`src/logic/mif_pkg.sv`:
```
/*
 * Package for the masked interrupt flag controller: register indices,
 * field positions, reset values and the bundled request vector type.
 * Assumes a 32-bit classic Wishbone register bus with byte addressing.
 */
package mif_pkg;

    // ************************************************************
    // register map (byte addresses, one aligned word each)
    // ************************************************************
    localparam logic [7:0] ADDR_PORT_FLAGS     = 8'h00;
    localparam logic [7:0] ADDR_TIMEBASE_FLAGS = 8'h04;
    localparam logic [7:0] ADDR_COUNTER_FLAGS  = 8'h08;
    localparam logic [7:0] ADDR_PORT_MASKS     = 8'h0C;
    localparam logic [7:0] ADDR_TIMEBASE_MASKS = 8'h10;
    localparam logic [7:0] ADDR_COUNTER_MASKS  = 8'h14;
    localparam logic [7:0] ADDR_SYS_CONTROL    = 8'h18;

    // ************************************************************
    // field positions and reset values
    // ************************************************************
    localparam int         NUM_GROUPS        = 3;
    localparam int         GROUP_WIDTH       = 4;
    localparam int         GLOBAL_EN_BIT     = 0;
    localparam logic [3:0] FLAGS_RESET       = 4'h0;
    localparam logic [3:0] MASKS_RESET       = 4'h0;
    localparam logic       GLOBAL_EN_RESET   = 1'b0;

    // request group indices
    localparam int GRP_PORT     = 0;
    localparam int GRP_TIMEBASE = 1;
    localparam int GRP_COUNTER  = 2;

    // ************************************************************
    // request source bundle from the peripheral cells
    // ************************************************************
    typedef struct packed {
        logic [3:0] port_input;         // port A inputs 3..0
        logic       one_hertz;
        logic       fast_tick;
        logic       blink_tick;
        logic       comparator;         // compare input request
        logic       supply_check;       // supply level detector request
        logic       msec_counter;
        logic       counter_zero;
        logic       counter_match;
    } mif_sources_s;

endpackage : mif_pkg

```
`src/logic/mif_edge_flags.sv`:
```
/*
 * One group of four request flags with rising-edge capture and masking.
 * Assumes requests are synchronous to clk_i and that clear strobes come
 * from the register slave as single-cycle pulses.
 */
`timescale 1ns/100ps
module mif_edge_flags
    import mif_pkg::*;
(
    input  wire logic       clk_i,
    input  wire logic       rst_i,
    input  wire logic [3:0] request_i,
    input  wire logic [3:0] request_mask_i,
    input  wire logic       read_clear_i,
    input  wire logic [3:0] flag_clear_write_i,
    output logic      [3:0] request_flag_o
);

    // ************************************************************
    // edge detection
    // ************************************************************
    logic [3:0] request_prev;
    logic [3:0] rise;
    logic [3:0] next_flag;

    // previous level held so only a low-to-high change counts
    always_ff @(posedge clk_i) begin
        if (rst_i) begin
            request_prev <= 4'h0;
        end else begin
            request_prev <= request_i;
        end
    end

    // a level or falling edge never sets, and a masked edge is dropped
    assign rise = request_i & ~request_prev & request_mask_i;

    // ************************************************************
    // flag storage
    // ************************************************************
    // clear first, then set, so a coincident edge survives the clear
    always_comb begin
        next_flag = request_flag_o;
        if (read_clear_i) begin
            next_flag = 4'h0;
        end
        next_flag = next_flag & ~flag_clear_write_i;
        next_flag = next_flag | rise;
    end

    always_ff @(posedge clk_i) begin
        if (rst_i) begin
            request_flag_o <= FLAGS_RESET;
        end else begin
            request_flag_o <= next_flag;
        end
    end

endmodule : mif_edge_flags

```
`src/logic/mif_controller.sv`:
```
/*
 * Masked interrupt flag controller: twelve edge-triggered request flags in
 * three groups, three mask registers, a global enable and one request line
 * to the CPU core. Registers sit on a classic Wishbone slave.
 * Assumes all inputs are synchronous to clk_i and the master holds each
 * request until ack.
 */
`timescale 1ns/100ps
module mif_controller
    import mif_pkg::*;
(
    input  wire logic         clk_i,
    input  wire logic         rst_i,
    // wishbone classic slave
    input  wire logic         wb_cyc_i,
    input  wire logic         wb_stb_i,
    input  wire logic         wb_we_i,
    input  wire logic [7:0]   wb_adr_i,
    input  wire logic [3:0]   wb_sel_i,
    input  wire logic [31:0]  wb_dat_i,
    output logic      [31:0]  wb_dat_o,
    output logic              wb_ack_o,
    output logic              wb_err_o,
    // peripheral request sources
    input  wire mif_sources_s sources_i,
    // core side
    input  wire logic         halt_entry_i,
    output logic              cpu_irq_o
);

    // ************************************************************
    // bus decode
    // ************************************************************
    logic [3:0] masks [NUM_GROUPS];
    logic [3:0] flags [NUM_GROUPS];
    logic [3:0] group_req [NUM_GROUPS];
    logic [3:0] read_clear;
    logic [3:0] clear_write [NUM_GROUPS];
    logic       global_irq_enable;
    logic       shared_compare;
    logic       access;
    logic       known;
    logic [3:0] flag_hit;
    logic [3:0] mask_hit;

    // map a byte address onto a flag group, or none
    function automatic logic [3:0] flag_group_hit(input logic [7:0] adr);
        flag_group_hit = 4'h0;
        case (adr)
            ADDR_PORT_FLAGS:     flag_group_hit = 4'h1;
            ADDR_TIMEBASE_FLAGS: flag_group_hit = 4'h2;
            ADDR_COUNTER_FLAGS:  flag_group_hit = 4'h4;
            default:             flag_group_hit = 4'h0;
        endcase
    endfunction : flag_group_hit

    function automatic logic [3:0] mask_group_hit(input logic [7:0] adr);
        mask_group_hit = 4'h0;
        case (adr)
            ADDR_PORT_MASKS:     mask_group_hit = 4'h1;
            ADDR_TIMEBASE_MASKS: mask_group_hit = 4'h2;
            ADDR_COUNTER_MASKS:  mask_group_hit = 4'h4;
            default:             mask_group_hit = 4'h0;
        endcase
    endfunction : mask_group_hit

    // one access per request: ack low in the cycle after it was given
    assign access = wb_cyc_i & wb_stb_i & ~wb_ack_o & ~wb_err_o;
    // decoded once as vectors, since a bit of a call result cannot be selected
    assign flag_hit = flag_group_hit(wb_adr_i);
    assign mask_hit = mask_group_hit(wb_adr_i);
    assign known  = (flag_hit != 4'h0) | (mask_hit != 4'h0)
                  | (wb_adr_i == ADDR_SYS_CONTROL);

    // ************************************************************
    // request routing
    // ************************************************************
    // both analogue requests share the timebase compare line; supply_check also drives counter bit 3
    assign shared_compare = sources_i.comparator | sources_i.supply_check;

    assign group_req[GRP_PORT]     = sources_i.port_input;
    assign group_req[GRP_TIMEBASE] = {sources_i.one_hertz, sources_i.fast_tick,
                                      sources_i.blink_tick, shared_compare};
    assign group_req[GRP_COUNTER]  = {sources_i.supply_check, sources_i.msec_counter,
                                      sources_i.counter_zero,
                                      sources_i.counter_match};

    // ************************************************************
    // flag groups, one per register; no priority between them
    // ************************************************************
    generate
        for (genvar g = 0; g < NUM_GROUPS; g++) begin : g_group
            // read clear only on the accepted read cycle, the data left with ack
            assign read_clear[g] = access & ~wb_we_i & flag_hit[g];
            assign clear_write[g] = (access & wb_we_i & wb_sel_i[0]
                                     & flag_hit[g])
                                    ? wb_dat_i[3:0] : 4'h0;

            mif_edge_flags u_flags (
                .clk_i              (clk_i),
                .rst_i              (rst_i),
                .request_i          (group_req[g]),
                .request_mask_i     (masks[g]),
                .read_clear_i       (read_clear[g]),
                .flag_clear_write_i (clear_write[g]),
                .request_flag_o     (flags[g])
            );

            // mask registers, cleared by every reset
            always_ff @(posedge clk_i) begin
                if (rst_i) begin
                    masks[g] <= MASKS_RESET;
                end else if (access & wb_we_i & wb_sel_i[0]
                             & mask_hit[g]) begin
                    masks[g] <= wb_dat_i[3:0];
                end
            end
        end
    endgenerate
    assign read_clear[3] = 1'b0;

    // ************************************************************
    // global enable
    // ************************************************************
    // halt entry wins over a same-cycle software write so wakeup stays armed
    always_ff @(posedge clk_i) begin
        if (rst_i) begin
            global_irq_enable <= GLOBAL_EN_RESET;
        end else if (halt_entry_i) begin
            global_irq_enable <= 1'b1;
        end else if (access & wb_we_i & wb_sel_i[0] & (wb_adr_i == ADDR_SYS_CONTROL)) begin
            global_irq_enable <= wb_dat_i[GLOBAL_EN_BIT];
        end
    end

    // ************************************************************
    // cpu request
    // ************************************************************
    // flags stay until cleared, so a late request re-raises after service
    always_ff @(posedge clk_i) begin
        if (rst_i) begin
            cpu_irq_o <= 1'b0;
        end else begin
            cpu_irq_o <= global_irq_enable
                         & ((flags[0] | flags[1] | flags[2]) != 4'h0);
        end
    end

    // ************************************************************
    // bus answer: one wait-free cycle, ack or err
    // ************************************************************
    always_ff @(posedge clk_i) begin
        if (rst_i) begin
            wb_ack_o <= 1'b0;
            wb_err_o <= 1'b0;
            wb_dat_o <= 32'h0000_0000;
        end else begin
            wb_ack_o <= access & known;
            wb_err_o <= access & ~known;
            wb_dat_o <= 32'h0000_0000;
            if (access & ~wb_we_i) begin
                case (wb_adr_i)
                    ADDR_PORT_FLAGS:     wb_dat_o <= {28'h0, flags[GRP_PORT]};
                    ADDR_TIMEBASE_FLAGS: wb_dat_o <= {28'h0, flags[GRP_TIMEBASE]};
                    ADDR_COUNTER_FLAGS:  wb_dat_o <= {28'h0, flags[GRP_COUNTER]};
                    ADDR_PORT_MASKS:     wb_dat_o <= {28'h0, masks[GRP_PORT]};
                    ADDR_TIMEBASE_MASKS: wb_dat_o <= {28'h0, masks[GRP_TIMEBASE]};
                    ADDR_COUNTER_MASKS:  wb_dat_o <= {28'h0, masks[GRP_COUNTER]};
                    ADDR_SYS_CONTROL:    wb_dat_o <= {31'h0, global_irq_enable};
                    default:             wb_dat_o <= 32'h0000_0000;
                endcase
            end
        end
    end

endmodule : mif_controller

```
`config.mk`:
```
export PLATFORM = sky130hd
export DESIGN_NAME = mif_controller
export DESIGN_NICKNAME = d
export VERILOG_FILES = /design/src/logic/mif_pkg.sv /design/src/logic/mif_edge_flags.sv /design/src/logic/mif_controller.sv
export SDC_FILE = /design/constraint.sdc
export NUM_CORES = 1
export LEC_CHECK = 0
export BUFFER_PORTS_ARGS = -buffer_cell sky130_fd_sc_hd__buf_2
export CAP_MARGIN = 20
export CORE_MARGIN = 8
export CORE_UTILIZATION = 45
export DETAILED_ROUTE_END_ITERATION = 16
export PLACE_DENSITY_LB_ADDON = 0.05
export SYNTH_ARGS = -nofsm -noshare
export SYNTH_HDL_FRONTEND = slang
export SYNTH_SLANG_ARGS = --single-unit
```
`constraint.sdc`:
```
create_clock -name clk_i -period 1.8 [get_ports clk_i]
set_input_delay 0.09 -clock clk_i [delete_from_list [all_inputs] [get_ports clk_i]]
set_output_delay 0.09 -clock clk_i [all_outputs]
set_load 0.01 [all_outputs]
```
==> results_tabular.tex <==
\begin{tabular}{lr}
\hline
Metric & Value \\
\hline
\multicolumn{2}{l}{\textbf{Timing}} \\
Final count of negative-setup-slack endpoints & 0 \\
Final number of hold-violating endpoints & 0 \\
Setup repair after global routing missed its margin & no \\
Hold\_ws & around 0.0073 ns \\
Fmax & between 600 and 700 MHz \\
Skew final & about 0.0054 ns \\
Max-slew violation total from the final report & 0 \\
Period utilisation layout & 0.877 \\
Post-route minimum period & around 1.6 ns \\
Final-layout setup total negative slack & 0 ns \\
Slew of the pin with the lowest slew margin & roughly 0.56 ns \\
Worst slew slack as a fraction of its limit & 0.630 \\
Setup WS post-layout & 0.221 ns \\
\multicolumn{2}{l}{\textbf{Pwr}} \\
Power density over the cells & around 840 mW/mm² \\
Net switching power & a little over 500 µW \\
Total power & 2.08 mW \\
Switching share of power & 0.248 \\
Max rail drop VDD & 0.000462 V \\
Standby leakage power & 1.01 nW \\
Logic pwr share & 0.113 \\
Pint & 1.56 mW \\
Sequential power share & 0.520 \\
Clock share of power & 0.366 \\
\multicolumn{2}{l}{\textbf{Floorplan}} \\
Chip height & about 86 µm \\
Initial Utilization & 0.464 \\
Width of the die & 85.6 µm \\
Num ports & a little under 100 \\
Area of the die & around 0.0073 mm² \\
Row count & 25 \\
Core Area & $\sim$0.0047 mm² \\
\multicolumn{2}{l}{\textbf{Worst setup path}} \\
Source of the worst register-to-register timing path & wb\_ack\_o \\
Worst Setup End Kind & register \\
Data arrival time at the worst-slack endpoint & roughly 1.6 ns \\
Worst endpoint required time & 1.83 ns \\
Worst Path Class, Setup & reg -> reg \\
Reg2Reg Setup Slack & roughly 0.22 ns \\
CP Max Fanout & 11 \\
Logic depth of the worst register-to-register path & 5 \\
Reg2Reg Capture Point & masks[1][3] \\
Startpoint type of the worst setup path & register \\
\multicolumn{2}{l}{\textbf{Route}} \\
Router iterations before antenna repair & 4 \\
Iteration-0 DRC Markers & 150 \\
Remaining antenna violation count & 0 \\
DR vias & 1673 \\
DRC violation count after routing & 0 \\
Routed Wire Length & $\sim$5.4 mm \\
Wire length the detailed router placed on met1 & 2.43 mm \\
Via density per instance & $\sim$5.2 \\
Detailed route wirelength on metal2 & 2.48 mm \\
Met3 wire length & 399 µm \\
Uppermost layer routed & met4 \\
WL/cell & about 17 µm \\
\multicolumn{2}{l}{\textbf{Global route}} \\
Largest net degree at the start of global routing & 28 \\
Residual overflow from global routing & 0 \\
First-pass GRT wire length & roughly 9 mm \\
Global Route Usage Sum & 0.154 \\
Via count of the first global-routing pass & about 1700 \\
Initial antenna violation count & 0 \\
\multicolumn{2}{l}{\textbf{Placed design}} \\
Routability congestion estimate from global placement & between 0.8 and 0.9 \\
Worst slack at placement & roughly 0.21 ns \\
HPWL after detailed placement & between 4 and 5 mm \\
Placed Cells & $\sim$310 \\
PortBufs & 37 \\
Post-placement cell area & between 0.002 and 0.0025 mm² \\
\multicolumn{2}{l}{\textbf{CTS}} \\
CTS tree & done \\
H-tree depth & 2 \\
Clock-pin slew of the registers on the worst-case setup and hold paths & approximately 0.08 ns \\
Number of buffers created by CTS & 5 \\
Clock net sink count & between 40 and 50 \\
Buffer depth of the longest clock path & 2 \\
Post-CTS Resized & 0 \\
Hold-fix buffers, CTS & 0 \\
Clock insertion delay at the later pin of the skew report & approximately 0.3 ns \\
Count of buffers added by post-CTS timing repair for setup & 0 \\
Cell at the root of the clock tree & clkbuf\_8 \\
\multicolumn{2}{l}{\textbf{Synthesis}} \\
Number of flip-flops and latches in the synthesized netlist & 44 \\
Most used flip-flop cell after synthesis & dfxtp\_1 \\
Post-Syn Instances & 222 \\
Sequential element share of the synthesized area & 0.460 \\
FFs w/ async S/R, synth & 0 \\
Warnings, synthesis & 0 \\
Mapped Area & approximately 0.0022 mm² \\
Number of enable-type register cells in the synthesized netlist & 12 \\
Synth cell types & 40 \\
Post-synthesis area per instance & 9.81 µm² \\
\multicolumn{2}{l}{\textbf{Cells and area}} \\
Final core utilization & 0.526 \\
Number of nets in the final layout & around 330 \\
Synth-to-Final Area Change & 13.4\% \\
Design Area, Final & approximately 0.0025 mm² \\
Fraction of final layout cells sized beyond drive strength 1 & 0.251 \\
Number of standard cells in the final layout excluding fillers & 321 \\
Diodes inserted & 0 \\
\multicolumn{2}{l}{\textbf{Hold path}} \\
Number of instances on the worst hold path & 2 \\
Start point of the worst hold path & sources\_i[10] \\
Hold EP & g\_group[0].u\_flags.request\_prev[2] \\
Path type of the worst min-delay path & in -> reg \\
\multicolumn{2}{l}{\textbf{Outcome}} \\
Outcome & finished clean \\
\multicolumn{2}{l}{\textbf{Run}} \\
Maxcap violations & 0 \\
\hline
\end{tabular}
flip-flops by register name, indices dropped and copies added, names as in the netlist:
signal and cells:
cpu_irq_o 1, g_group.u_flags.request_flag_o 12, g_group.u_flags.request_prev 12, global_irq_enable 1, masks 12, wb_ack_o 1
wb_dat_o 4, wb_err_o 1
worst max-delay path by stage:
stage,start,end
2_1_floorplan,wb_ack_o,masks[1][0]
3_3_place_gp,wb_ack_o,masks[1][0]
3_5_place_dp,wb_ack_o,masks[1][3]
4_1_cts,wb_ack_o,masks[1][0]
5_1_grt,wb_err_o,masks[1][0]
6_report,wb_ack_o,masks[1][3]
power by group through the flow:
stage / Clock [mW] / Sequential (mW) / Combinational, mW
after CTS: 0.783 / 1.08 / 0.234
after global placement: 0 / 1.11 / 0.231
after global routing: 0.818 / 1.09 / 0.263
after floorplan: 0 / 1.10 / 0.192
final: 0.762 / 1.08 / 0.236
after detailed placement: 0 / 1.10 / 0.232
worst max-delay path, stage by stage (launching register included):
cell      delay, ns
dfxtp_1        0.31
and4bb_2       0.30
nand4_1        0.09
buf_4          0.20
o21bai_1       0.24
buf_4          0.16
synthesized netlist by cell type (3+ instances only):
master,number,area share
a21boi_0,4,0.014
a21o_1,4,0.014
a21oi_1,8,0.018
a311oi_1,6,0.024
and2_1,11,0.032
buf_2,4,0.0092
buf_4,29,0.10
clkbuf_1,4,0.0069
dfxtp_1,32,0.29
edfxtp_1,12,0.17
inv_1,6,0.010
mux2i_1,3,0.014
nand2_1,7,0.012
nand3_1,9,0.021
nand3b_1,11,0.038
nand4_1,5,0.014
nor2_1,5,0.0086
nor2b_1,14,0.040
nor3_2,5,0.023
nor4_1,6,0.017
o21ai_0,11,0.025
o21bai_1,3,0.010
cell families after synthesis:
kind of cell,Yosys count,share of synthesized area
simple gates,80,0.232
flops,44,0.460
mux,6,0.0345
compound gates,47,0.144
buf+inv,44,0.128
other cells,1,0.00172
cells in the final DEF, fill, tap and decap left out, types with 9 or more instances in the layout:
| cell type | netlist | routed |
|---|---|---|
| and2_1 | 11 | 11 |
| dfxtp_1 | 32 | 32 |
| nand3b_1 | 11 | 11 |
| nor2b_1 | 14 | 14 |
| o21ai_0 | 11 | 11 |
| buf_4 | 29 | 11 |
| conb_1 | 1 | 28 |
| nand3_1 | 9 | 9 |
| edfxtp_1 | 12 | 12 |
| buf_2 | 4 | 37 |
metal layers:
metal  global-route usage  vias to the layer above
met5                    0                        -
met4               0.0589                        0
met3               0.0449                        8
met2                0.239                       71
met1                0.197                      766
li1                     -                      828
area by class of cell:
cell class                      instances  area [µm²]
Inverter                                6        22.5
Clock buffer                            5        68.8
Tap cell                               54        67.6
Sequential cell                        44        1000
Timing Repair Buffer                   48         268
Multi-Input combinational cell        161        1000
Fill cell                             462        2220
Clock inverter                          3        42.5
(Power assumes the default switching activity.)
